<file path="config.mk">
export PLATFORM = sky130hd
export DESIGN_NAME = gpio_port
export DESIGN_NICKNAME = d
export VERILOG_FILES = /design/src/pkg/gpio_pkg.sv /design/src/rtl/pin_sync.sv /design/src/rtl/gpio_port.sv
export SDC_FILE = /design/constraint.sdc
export NUM_CORES = 1
export LEC_CHECK = 0
export BUFFER_PORTS_ARGS = -buffer_cell sky130_fd_sc_hd__buf_2
export CAP_MARGIN = 40
export CORE_ASPECT_RATIO = 0.8
export CORE_MARGIN = 4
export CORE_UTILIZATION = 54
export CTS_CLUSTER_SIZE = 12
export DETAILED_ROUTE_END_ITERATION = 16
export PLACE_DENSITY_LB_ADDON = 0.08
export SKIP_CTS_REPAIR_TIMING = 1
export SLEW_MARGIN = 0
export SYNTH_ARGS = -nofsm -noshare
export SYNTH_HDL_FRONTEND = slang
export SYNTH_SLANG_ARGS = --single-unit
</file>
<file path="constraint.sdc">
create_clock -name ref_clk_i -period 1.5 [get_ports ref_clk_i]
set_input_delay 0.075 -clock ref_clk_i [delete_from_list [all_inputs] [get_ports ref_clk_i]]
set_output_delay 0.075 -clock ref_clk_i [all_outputs]
set_load 0.03 [all_outputs]
</file>
<file path="src/pkg/gpio_pkg.sv">
// shared constants and types for the digital i/o port
package gpio_pkg;

  // =======================================================
  // register access port
  localparam int DATA_W = 32;
  localparam int ADDR_W = 8;

  typedef struct packed {
    logic wr;
    logic rd;
    logic [ADDR_W-1:0] addr;
    logic [DATA_W-1:0] wdata;
  } reg_req_t;

  typedef struct packed {
    logic valid;
    logic [DATA_W-1:0] rdata;
  } reg_rsp_t;

  // =======================================================
  // register offsets (base registers, aliases add the op offset)
  localparam logic [3:0] SEL_DIR = 4'h0;
  localparam logic [3:0] SEL_PORT = 4'h1;
  localparam logic [3:0] SEL_LAT = 4'h2;
  localparam logic [3:0] SEL_ODC = 4'h3;
  localparam logic [3:0] SEL_ANSEL = 4'h4;
  localparam logic [3:0] SEL_CNEN = 4'h5;
  localparam logic [3:0] SEL_CNSTAT = 4'h6;
  localparam logic [3:0] SEL_PU = 4'h7;
  localparam logic [3:0] SEL_PD = 4'h8;
  localparam int SEL_LSB = 4;
  localparam int OP_LSB = 2;

  // alias operation codes: base, +0x4 clear, +0x8 set, +0xc invert
  typedef enum logic [1:0] {
    OP_WRITE = 2'h0,
    OP_CLR = 2'h1,
    OP_SET = 2'h2,
    OP_INV = 2'h3
  } alias_op_t;

  // =======================================================
  // reset values
  localparam logic [DATA_W-1:0] DIR_RESET = 32'hffffffff;
  localparam logic [DATA_W-1:0] ANSEL_RESET = 32'h0000ffff;
  localparam logic [DATA_W-1:0] ZERO_RESET = 32'h00000000;

endpackage

</file>
<file path="src/rtl/pin_sync.sv">
// two-flop synchroniser bank for asynchronous pin levels
`timescale 1ns/1ps
module pin_sync #(
  parameter int WIDTH = 16
) (
  input wire logic ref_clk_i,
  input wire logic nrst_i,
  input wire logic [WIDTH-1:0] async_i,
  output logic [WIDTH-1:0] sync_o
);
  import gpio_pkg::*;

  logic [WIDTH-1:0] meta_reg;
  logic [WIDTH-1:0] sync_reg;

  // the first stage feeds only the second stage
  always_ff @(posedge ref_clk_i) begin
    if (!nrst_i) begin
      meta_reg <= '0;
      sync_reg <= '0;
    end else begin
      meta_reg <= async_i;
      sync_reg <= meta_reg;
    end
  end

  assign sync_o = sync_reg;

endmodule // pin_sync

</file>
<file path="src/rtl/gpio_port.sv">
// digital i/o port with change notice and atomic alias writes
// How it works
// - direction bit one means input, zero output; all bits reset to one
// - latch register reads back stored latch, writes update latch
// - pin-level register reads sampled pins; writes go into latch
// - open-drain select makes output drive low only, for any source
// - two-wire bus pins act open-drain without the select bit
// - analog select resets bits 0 to 15 to one (bits 16 and up to zero) so shared pins start analog
// - direction governs only the digital output buffer, analog or not
// - pin-level read returns zero for pins in analog mode
// - enabled input change raises interrupt request, also while sleeping; here only while ref_clk_i keeps toggling
// - only pins with change enable set feed the interrupt request
// - change status shows change since the pin-level bit was last read
// - separate pull-up and pull-down enables, independent of other settings
// - alias writes touch only bits written as one
// - alias reads return undefined values, here zero
// - clear, set, invert aliases sit at base plus 0x4, 0x8, 0xc
`timescale 1ns/1ps
module gpio_port #(
  parameter int WIDTH = 16,
  parameter logic [31:0] TWO_WIRE_MASK = 32'h00000000
) (
  input wire logic ref_clk_i,
  input wire logic nrst_i,
  input wire gpio_pkg::reg_req_t req_i,
  output gpio_pkg::reg_rsp_t rsp_o,
  input wire logic [WIDTH-1:0] pin_i,
  output logic [WIDTH-1:0] pin_o,
  output logic [WIDTH-1:0] pin_oe_o,
  input wire logic [WIDTH-1:0] remap_sel_i,
  input wire logic [WIDTH-1:0] remap_out_i,
  output logic [WIDTH-1:0] pull_up_o,
  output logic [WIDTH-1:0] pull_down_o,
  output logic [WIDTH-1:0] analog_mode_o,
  output logic change_irq_o
);
  import gpio_pkg::*;

  if (WIDTH < 1 || WIDTH > DATA_W) begin : g_width_check
    $error("gpio_port: WIDTH must be 1 to 32");
  end

  // =======================================================
  // decode
  logic [3:0] sel;
  alias_op_t op;
  logic [WIDTH-1:0] wbits;
  logic [WIDTH-1:0] pin_sampled;
  logic [WIDTH-1:0] pin_level;

  assign sel = req_i.addr[SEL_LSB +: 4];
  assign op = alias_op_t'(req_i.addr[OP_LSB +: 2]);
  assign wbits = req_i.wdata[WIDTH-1:0];

  function automatic logic [WIDTH-1:0] apply_op(
    input logic [WIDTH-1:0] cur,
    input alias_op_t o,
    input logic [WIDTH-1:0] d
  );
    logic [WIDTH-1:0] r;
    r = cur;
    unique case (o)
      OP_WRITE: r = d;
      OP_CLR: r = cur & ~d;
      OP_SET: r = cur | d;
      OP_INV: r = cur ^ d;
    endcase
    return r;
  endfunction

  // =======================================================
  // control registers
  logic [WIDTH-1:0] dir_reg;
  logic [WIDTH-1:0] lat_reg;
  logic [WIDTH-1:0] odc_reg;
  logic [WIDTH-1:0] ansel_reg;
  logic [WIDTH-1:0] cnen_reg;
  logic [WIDTH-1:0] pu_reg;
  logic [WIDTH-1:0] pd_reg;

  always_ff @(posedge ref_clk_i) begin
    if (!nrst_i) begin
      dir_reg <= DIR_RESET[WIDTH-1:0];
    end else if (req_i.wr && sel == SEL_DIR) begin
      dir_reg <= apply_op(dir_reg, op, wbits);
    end
  end

  always_ff @(posedge ref_clk_i) begin
    if (!nrst_i) begin
      lat_reg <= ZERO_RESET[WIDTH-1:0];
    end else if (req_i.wr && (sel == SEL_LAT || sel == SEL_PORT)) begin
      lat_reg <= apply_op(lat_reg, op, wbits);
    end
  end

  always_ff @(posedge ref_clk_i) begin
    if (!nrst_i) begin
      odc_reg <= ZERO_RESET[WIDTH-1:0];
    end else if (req_i.wr && sel == SEL_ODC) begin
      odc_reg <= apply_op(odc_reg, op, wbits);
    end
  end

  always_ff @(posedge ref_clk_i) begin
    if (!nrst_i) begin
      ansel_reg <= ANSEL_RESET[WIDTH-1:0];
    end else if (req_i.wr && sel == SEL_ANSEL) begin
      ansel_reg <= apply_op(ansel_reg, op, wbits);
    end
  end

  always_ff @(posedge ref_clk_i) begin
    if (!nrst_i) begin
      cnen_reg <= ZERO_RESET[WIDTH-1:0];
    end else if (req_i.wr && sel == SEL_CNEN) begin
      cnen_reg <= apply_op(cnen_reg, op, wbits);
    end
  end

  always_ff @(posedge ref_clk_i) begin
    if (!nrst_i) begin
      pu_reg <= ZERO_RESET[WIDTH-1:0];
      pd_reg <= ZERO_RESET[WIDTH-1:0];
    end else if (req_i.wr) begin
      if (sel == SEL_PU) begin
        pu_reg <= apply_op(pu_reg, op, wbits);
      end
      if (sel == SEL_PD) begin
        pd_reg <= apply_op(pd_reg, op, wbits);
      end
    end
  end

  // =======================================================
  // pin sampling
  pin_sync #(
    .WIDTH(WIDTH)
  ) pin_sync_i (
    .ref_clk_i(ref_clk_i),
    .nrst_i(nrst_i),
    .async_i(pin_i),
    .sync_o(pin_sampled)
  );

  // digital input buffer is off for analog pins
  assign pin_level = pin_sampled & ~ansel_reg;

  // =======================================================
  // change notice
  logic [WIDTH-1:0] prev_reg;
  logic [WIDTH-1:0] cnstat_reg;
  logic [WIDTH-1:0] changed;
  logic port_read;

  assign changed = pin_level ^ prev_reg;
  assign port_read = req_i.rd && sel == SEL_PORT && op == OP_WRITE;

  always_ff @(posedge ref_clk_i) begin
    if (!nrst_i) begin
      prev_reg <= ZERO_RESET[WIDTH-1:0];
    end else begin
      prev_reg <= pin_level;
    end
  end

  // a change in the read cycle survives the clear; the detector needs
  // the clock, so sleep wake-up relies on ref_clk_i still toggling
  always_ff @(posedge ref_clk_i) begin
    if (!nrst_i) begin
      cnstat_reg <= ZERO_RESET[WIDTH-1:0];
    end else if (port_read) begin
      cnstat_reg <= changed;
    end else begin
      cnstat_reg <= cnstat_reg | changed;
    end
  end

  always_ff @(posedge ref_clk_i) begin
    if (!nrst_i) begin
      change_irq_o <= 1'b0;
    end else begin
      change_irq_o <= |(cnstat_reg & cnen_reg);
    end
  end

  // =======================================================
  // pin drive
  logic [WIDTH-1:0] drive_val;
  logic [WIDTH-1:0] od_eff;

  always_comb begin
    drive_val = (remap_sel_i & remap_out_i) | (~remap_sel_i & lat_reg);
    od_eff = odc_reg | TWO_WIRE_MASK[WIDTH-1:0];
  end

  always_ff @(posedge ref_clk_i) begin
    if (!nrst_i) begin
      pin_o <= ZERO_RESET[WIDTH-1:0];
      pin_oe_o <= ZERO_RESET[WIDTH-1:0];
    end else begin
      // open-drain pins only ever drive a low
      pin_o <= drive_val & ~od_eff;
      // direction and an open-drain high gate the buffer, analog mode does not
      pin_oe_o <= ~dir_reg & ~(od_eff & drive_val);
    end
  end

  always_ff @(posedge ref_clk_i) begin
    if (!nrst_i) begin
      pull_up_o <= ZERO_RESET[WIDTH-1:0];
      pull_down_o <= ZERO_RESET[WIDTH-1:0];
      analog_mode_o <= ANSEL_RESET[WIDTH-1:0];
    end else begin
      pull_up_o <= pu_reg;
      pull_down_o <= pd_reg;
      analog_mode_o <= ansel_reg;
    end
  end

  // =======================================================
  // read path
  logic [WIDTH-1:0] rd_mux;

  always_comb begin
    rd_mux = '0;
    if (op == OP_WRITE) begin
      unique case (sel)
        SEL_DIR: rd_mux = dir_reg;
        SEL_PORT: rd_mux = pin_level;
        SEL_LAT: rd_mux = lat_reg;
        SEL_ODC: rd_mux = odc_reg;
        SEL_ANSEL: rd_mux = ansel_reg;
        SEL_CNEN: rd_mux = cnen_reg;
        SEL_CNSTAT: rd_mux = cnstat_reg;
        SEL_PU: rd_mux = pu_reg;
        SEL_PD: rd_mux = pd_reg;
        default: rd_mux = '0;
      endcase
    end
    // alias reads fall through as zero
  end

  always_ff @(posedge ref_clk_i) begin
    if (!nrst_i) begin
      rsp_o <= '0;
    end else begin
      rsp_o.valid <= req_i.rd;
      rsp_o.rdata <= '0;
      rsp_o.rdata[WIDTH-1:0] <= rd_mux;
    end
  end

endmodule // gpio_port

</file>
# == Word level (Yosys, flattened, before mapping) ==
# Index checks and enable logic that the tools add are counted.
# classes
addsub,0
n_mul,0
div,0
order_cmp,0
eq_ne,11
shift,0
n_mux,9
bitwise,37
n_reduce_logical,14
# op_table
op,count
case mux 16 bit (4 select lines),7
bitwise AND 16 bit,14
OR 16 bit,9
case mux 16 bit (9 select lines),1
bitwise XOR 16 bit,8
inverter 16 bit,6
== test 4 x 3 -> 1 bit (second input constant),4
two-way mux 16 bit,1
OR reduction 16 bit,1
== test 4 x 2 -> 1 bit (second input constant),2
logical AND 1 bit,7
AND reduction 2 bit,3
== test 2 bit (second input constant),2
== test 4 x 1 -> 1 bit (second input constant),1
== test 4 bit (second input constant),1
zero test 4 bit,1
== test 2 x 1 -> 1 bit (second input constant),1
zero test 2 bit,1
logical OR 1 bit,1
# word_totals
reg_bits,290
latchBits,0
ramBits,0
romBits,0
inputBits,92
memories,0

# == Depth between registers and ports, before layout ==
# logic_depth
ltp_word,6
mapped_depth,7

# == Hierarchy ==
# From an unflattened synthesis, not the netlist that was laid out.
# hier_totals
hier_cells,1696
hier_area_um2,16432.0
# by_module_without_submodules
module,n_inst,cells_each,area_each_um2,seq_area_each_um2
gpio_port,1,1629,15536.2,4844.6
pin_sync,1,67,895.9,640.6

# == Worst setup path after synthesis ==
# No wires, ideal clock.
# synth_timing
path_kind,input port to flip-flop
startpoint,input req_i[34] in the netlist's numbering
endpoint,register lat_reg[14]
setup_ps,116
arrival_ps,1316
required_time_ps,1384
path_slack_ps,68
path_stages,5
path_cell_list,buf_4 > buf_2 > clkbuf_1 > mux4_2 > o211a_1
# synth_via
elab_chain_cells,2
# synth_lines
element,line_no,source
"start, declared",gpio_port.sv:25,"input wire gpio_pkg::reg_req_t req_i,"
"== test 2 bit, or another cell as far along",gpio_port.sv:62,unique case (o)
case mux 16 bit (4 select lines) (*),gpio_port.sv:62,
"end signal, assigned",gpio_port.sv:91,lat_reg <= ZERO_RESET[WIDTH-1:0];
"end signal, assigned",gpio_port.sv:93,"lat_reg <= apply_op(lat_reg, op, wbits);"
"end, declared",gpio_port.sv:74,logic [WIDTH-1:0] lat_reg;
# Mark *: on every way between the ends. The rest lies on a longest branch, timed or not.
# A chain may end at the register's enable or synchronous reset.

# == Final worst setup path ==
# layout_timing
startpoint,register lat_reg[3]
endpoint,register lat_reg[3]
# layout_via
elab_chain_cells,2
# layout_lines
element,line_no,source
"bitwise XOR 16 bit, or another cell as far along",gpio_port.sv:66,OP_INV: r = cur ^ d;
case mux 16 bit (4 select lines) (*),gpio_port.sv:62,
# Marked as above.

==> implementation parameters <==
Parameter                              Value

STA
  Pin slew with the least headroom to its limit    0.5410 ns
  Slew margin rel.    0.6389
  Final setup violating endpoints    0
  Setup Total Neg Slack    0 ns
  Post-layout minimum cycle time    1.469 ns
  Fin Clk Skew    0.01385 ns
  Final hold viol count    0
  Setup repair after global routing missed its margin    yes
  Slew Limit Fails    0
  Peak clock frequency supported by timing    680.9 MHz
  Worst Hold Slack    0.006958 ns
  Fraction of the cycle the final worst path needs    0.9790

Cells and area
  Layout fillers    2419
  Flip-flop count of the largest register after layout    17
  Finished Core Util    0.7065
  Fraction of final layout cells with drive strength greater than 1    0.3086
  Area growth syn-to-layout    28.58%
  Register with the highest flop count    rsp_o
  Number of cells in the finished layout apart from fillers    2546
  Post-layout nets    2431

Synth
  Sequential fraction of the synthesis area    0.3271
  Top flip-flop cell by instance count after synthesis    dfxtp_1
  Leading cell type by number of instances after synthesis    dfxtp_1
  Top cell type by total area after synthesis    dfxtp_1
  Leading post-synthesis cells by cell area    dfxtp_1 33%, ha_1 17%, mux4_2 13%, inv_1 5.0%, mux2i_1 3.2%
  Commonest cells in the netlist    274 x dfxtp_1, 224 x ha_1, 224 x inv_1
  Syn. warnings    0
  Number of enable-type register cells in the synthesized netlist    0
  Register bit total from synthesis    274
  Syn Std Cell Area    16770 um2
  Post-Synthesis Cells    1690
  Number of distinct standard cells referenced by the synthesized netlist    55
  Average cell area after synthesis    9.924 um2
  Async set or reset register ratio after synthesis    0
  Proportion of netlist area held by the largest area contributor    0.3271

Worst setup path
  Crit path max-delay cell type    mux4_2
  Req. time, crit path    1.95 ns
  Startpoint kind of the worst setup timing path    register
  Cells along the critical path    inv_2, ha_4, mux4_2, o211a_1
  Logic depth of the worst register-to-register path    4
  Endpoint type of the worst setup path    register
  Signal arrival time at the worst endpoint    1.92 ns
  WS Path Type    reg -> reg
  Max FO, Critical Path    3
  Max incr delay on CP    0.49 ns

Global routing
  Global routing met2 resource utilization    0.4777
  Antenna violations before repair    3
  Total gr overflow    0
  Met3 Usage GRT    0.04222
  Pin count of the biggest net entering global routing    84
  Layer with the highest usage after global routing    met2
  Global-route usage over all layers    0.2916
  Grt met1 use    0.3958
  Number of global-route vias before repair    13820
  First-pass GRT wire length    78320 um

Detailed routing
  Routed vias/inst    5.497
  Average wire per cell in the routed design    19.92 um
  Detailed-routing iteration count for the pre-antenna-repair pass    5
  Routed Wire Length    50710 um
  Post-detailed-route count of antenna-violating nets    0
  Vias after detailed routing    14000
  Number of DRC violations after detailed routing    0
  Iteration-0 DRC count of the detailed router    1024

CTS
  Buffer levels on the longest clock path    3
  Number of sinks handled by clock tree synthesis    274
  Clock network latency to the later pin of the worst-skew pair    0.57 ns
  CTS H-Tree Depth    1
  CTS Buf Count    29
  Clock tree from TritonCTS    done
  Clock tree root driver cell    clkbuf_16
  Clk slew on worst S/H paths    0.06 ns

Floorplanning
  Number of standard-cell rows in the floorplan    57
  Core region area    30520 um2
  Starting density of the core    0.5494
  Total I/O pin count    206
  Chip height    165.6 um
  Overall die area    33960 um2
  Die width    205.0 um

Hold path
  HP Class    in -> reg
  Hold Path Depth    3

Outcome
  Status    finished, final reports clean

Power and ir drop
  Overall power    17.49 mW
  Leakage    10.69 nW
  Worst vdd ir    720.2 uV
  Power per Cell Area    811.2 nW/um2

Placement
  Count of buffers inserted at the top-level ports    171
  HPWL after DPL    37630 um
  Final weighted congestion of routability-driven global placement    0.9746
  DP Cell Count    2446

Flow run
  Max-cap violations    0
routing by layer:
metal  vias to the layer above  part of all wire
li1                       6579                 -
met1                      6766              0.42
met2                       519              0.47
met3                       125             0.064
met4                         6             0.039
met5                         -           0.00083
power breakdown:
| group | internal, mW | switching [mW] |
|---|---|---|
| Sequential | 7.44 | 0.0847 |
| Combinational | 1.43 | 1.50 |
| Clock | 4.07 | 2.97 |
| Total | 12.9 | 4.55 |
cells by family (layout without fill, tap and decap cells):
| group | count (synthesis) | in the layout | share of synthesized area |
|---|---|---|---|
| flops | 274 | 274 | 0.3271 |
| compound gates | 215 | 215 | 0.09699 |
| fa+ha+maj | 224 | 224 | 0.1671 |
| buf+inv | 343 | 770 | 0.08774 |
| simple gates | 466 | 466 | 0.1507 |
| xor+xnor | 16 | 16 | 0.008355 |
| other cells | 1 | 17 | 0.0002236 |
| mux | 151 | 151 | 0.1618 |
final timing paths:
path	start	end	slack [ns]
setup / recovery	lat_reg[3]$_SDFFE_PN0P_	lat_reg[3]$_SDFFE_PN0P_	0.03
hold / removal	req_i[35]	dir_reg[15]$_SDFFE_PN1P_	0.007
setup reg to reg	lat_reg[3]$_SDFFE_PN0P_	lat_reg[3]$_SDFFE_PN0P_	0.03
hold reg to reg	pin_sync_i.meta_reg[12]$_SDFF_PN0_	pin_sync_i.sync_o[12]$_SDFF_PN0_	0.43
stage by stage:
step	instance area, um2	worst slack [ns]
after floorplan	16830	0.06830
after global placement	20030	-0.1347
after CTS	20940	-0.08617
after detailed placement	20030	-0.1853
final	21560	0.03143
after global routing	21560	-0.01500
layout make-up:
type | instances | area [um2] | share of cell area
Tap cell | 413 | 516.7 | 0.02396
Clock inverter | 5 | 50.05 | 0.002321
Inverter | 224 | 840.8 | 0.03899
Multi-Input combinational cell | 1088 | 9955 | 0.4616
Antenna cell | 1 | 2.502 | 0.0001160
Clock buffer | 43 | 858.3 | 0.03980
Timing Repair Buffer | 498 | 3812 | 0.1768
Sequential cell | 274 | 5529 | 0.2564
cell usage in the layout (no fill, tap or decap), types with 5 or more instances in the layout:
master / Yosys / routed
a21oi_1: 38 / 38
a221oi_1: 13 / 13
a22o_1: 12 / 12
a22oi_1: 19 / 19
a31oi_1: 13 / 13
and2_1: 85 / 85
buf_12: 0 / 29
buf_2: 33 / 168
buf_4: 26 / 250
clkbuf_1: 52 / 6
clkbuf_16: 0 / 29
clkbuf_8: 0 / 8
conb_1: 1 / 16
dfxtp_1: 274 / 245
dfxtp_2: 0 / 26
dlygate4sd3_1: 0 / 48
ha_1: 224 / 220
inv_1: 224 / 215
inv_2: 0 / 9
mux2i_1: 54 / 52
mux4_2: 96 / 96
nand2_1: 105 / 101
nand2_2: 1 / 5
nand2b_1: 8 / 8
nand3b_1: 6 / 6
nor2_1: 125 / 124
nor2b_1: 33 / 33
nor3_1: 7 / 7
nor3b_1: 64 / 64
o211a_1: 48 / 48
o211ai_1: 32 / 32
o21ai_0: 20 / 20
or2_2: 8 / 8
xor2_1: 16 / 16
worst max-delay path: cells and delay by family (launching register included):
family          cells  cell delay (ns)
flops               1             0.34
fa+ha+maj           1             0.22
mux                 1             0.49
buf+inv             1             0.05
compound gates      1             0.25
No activity file was read; power rests on OpenSTA's default activity.
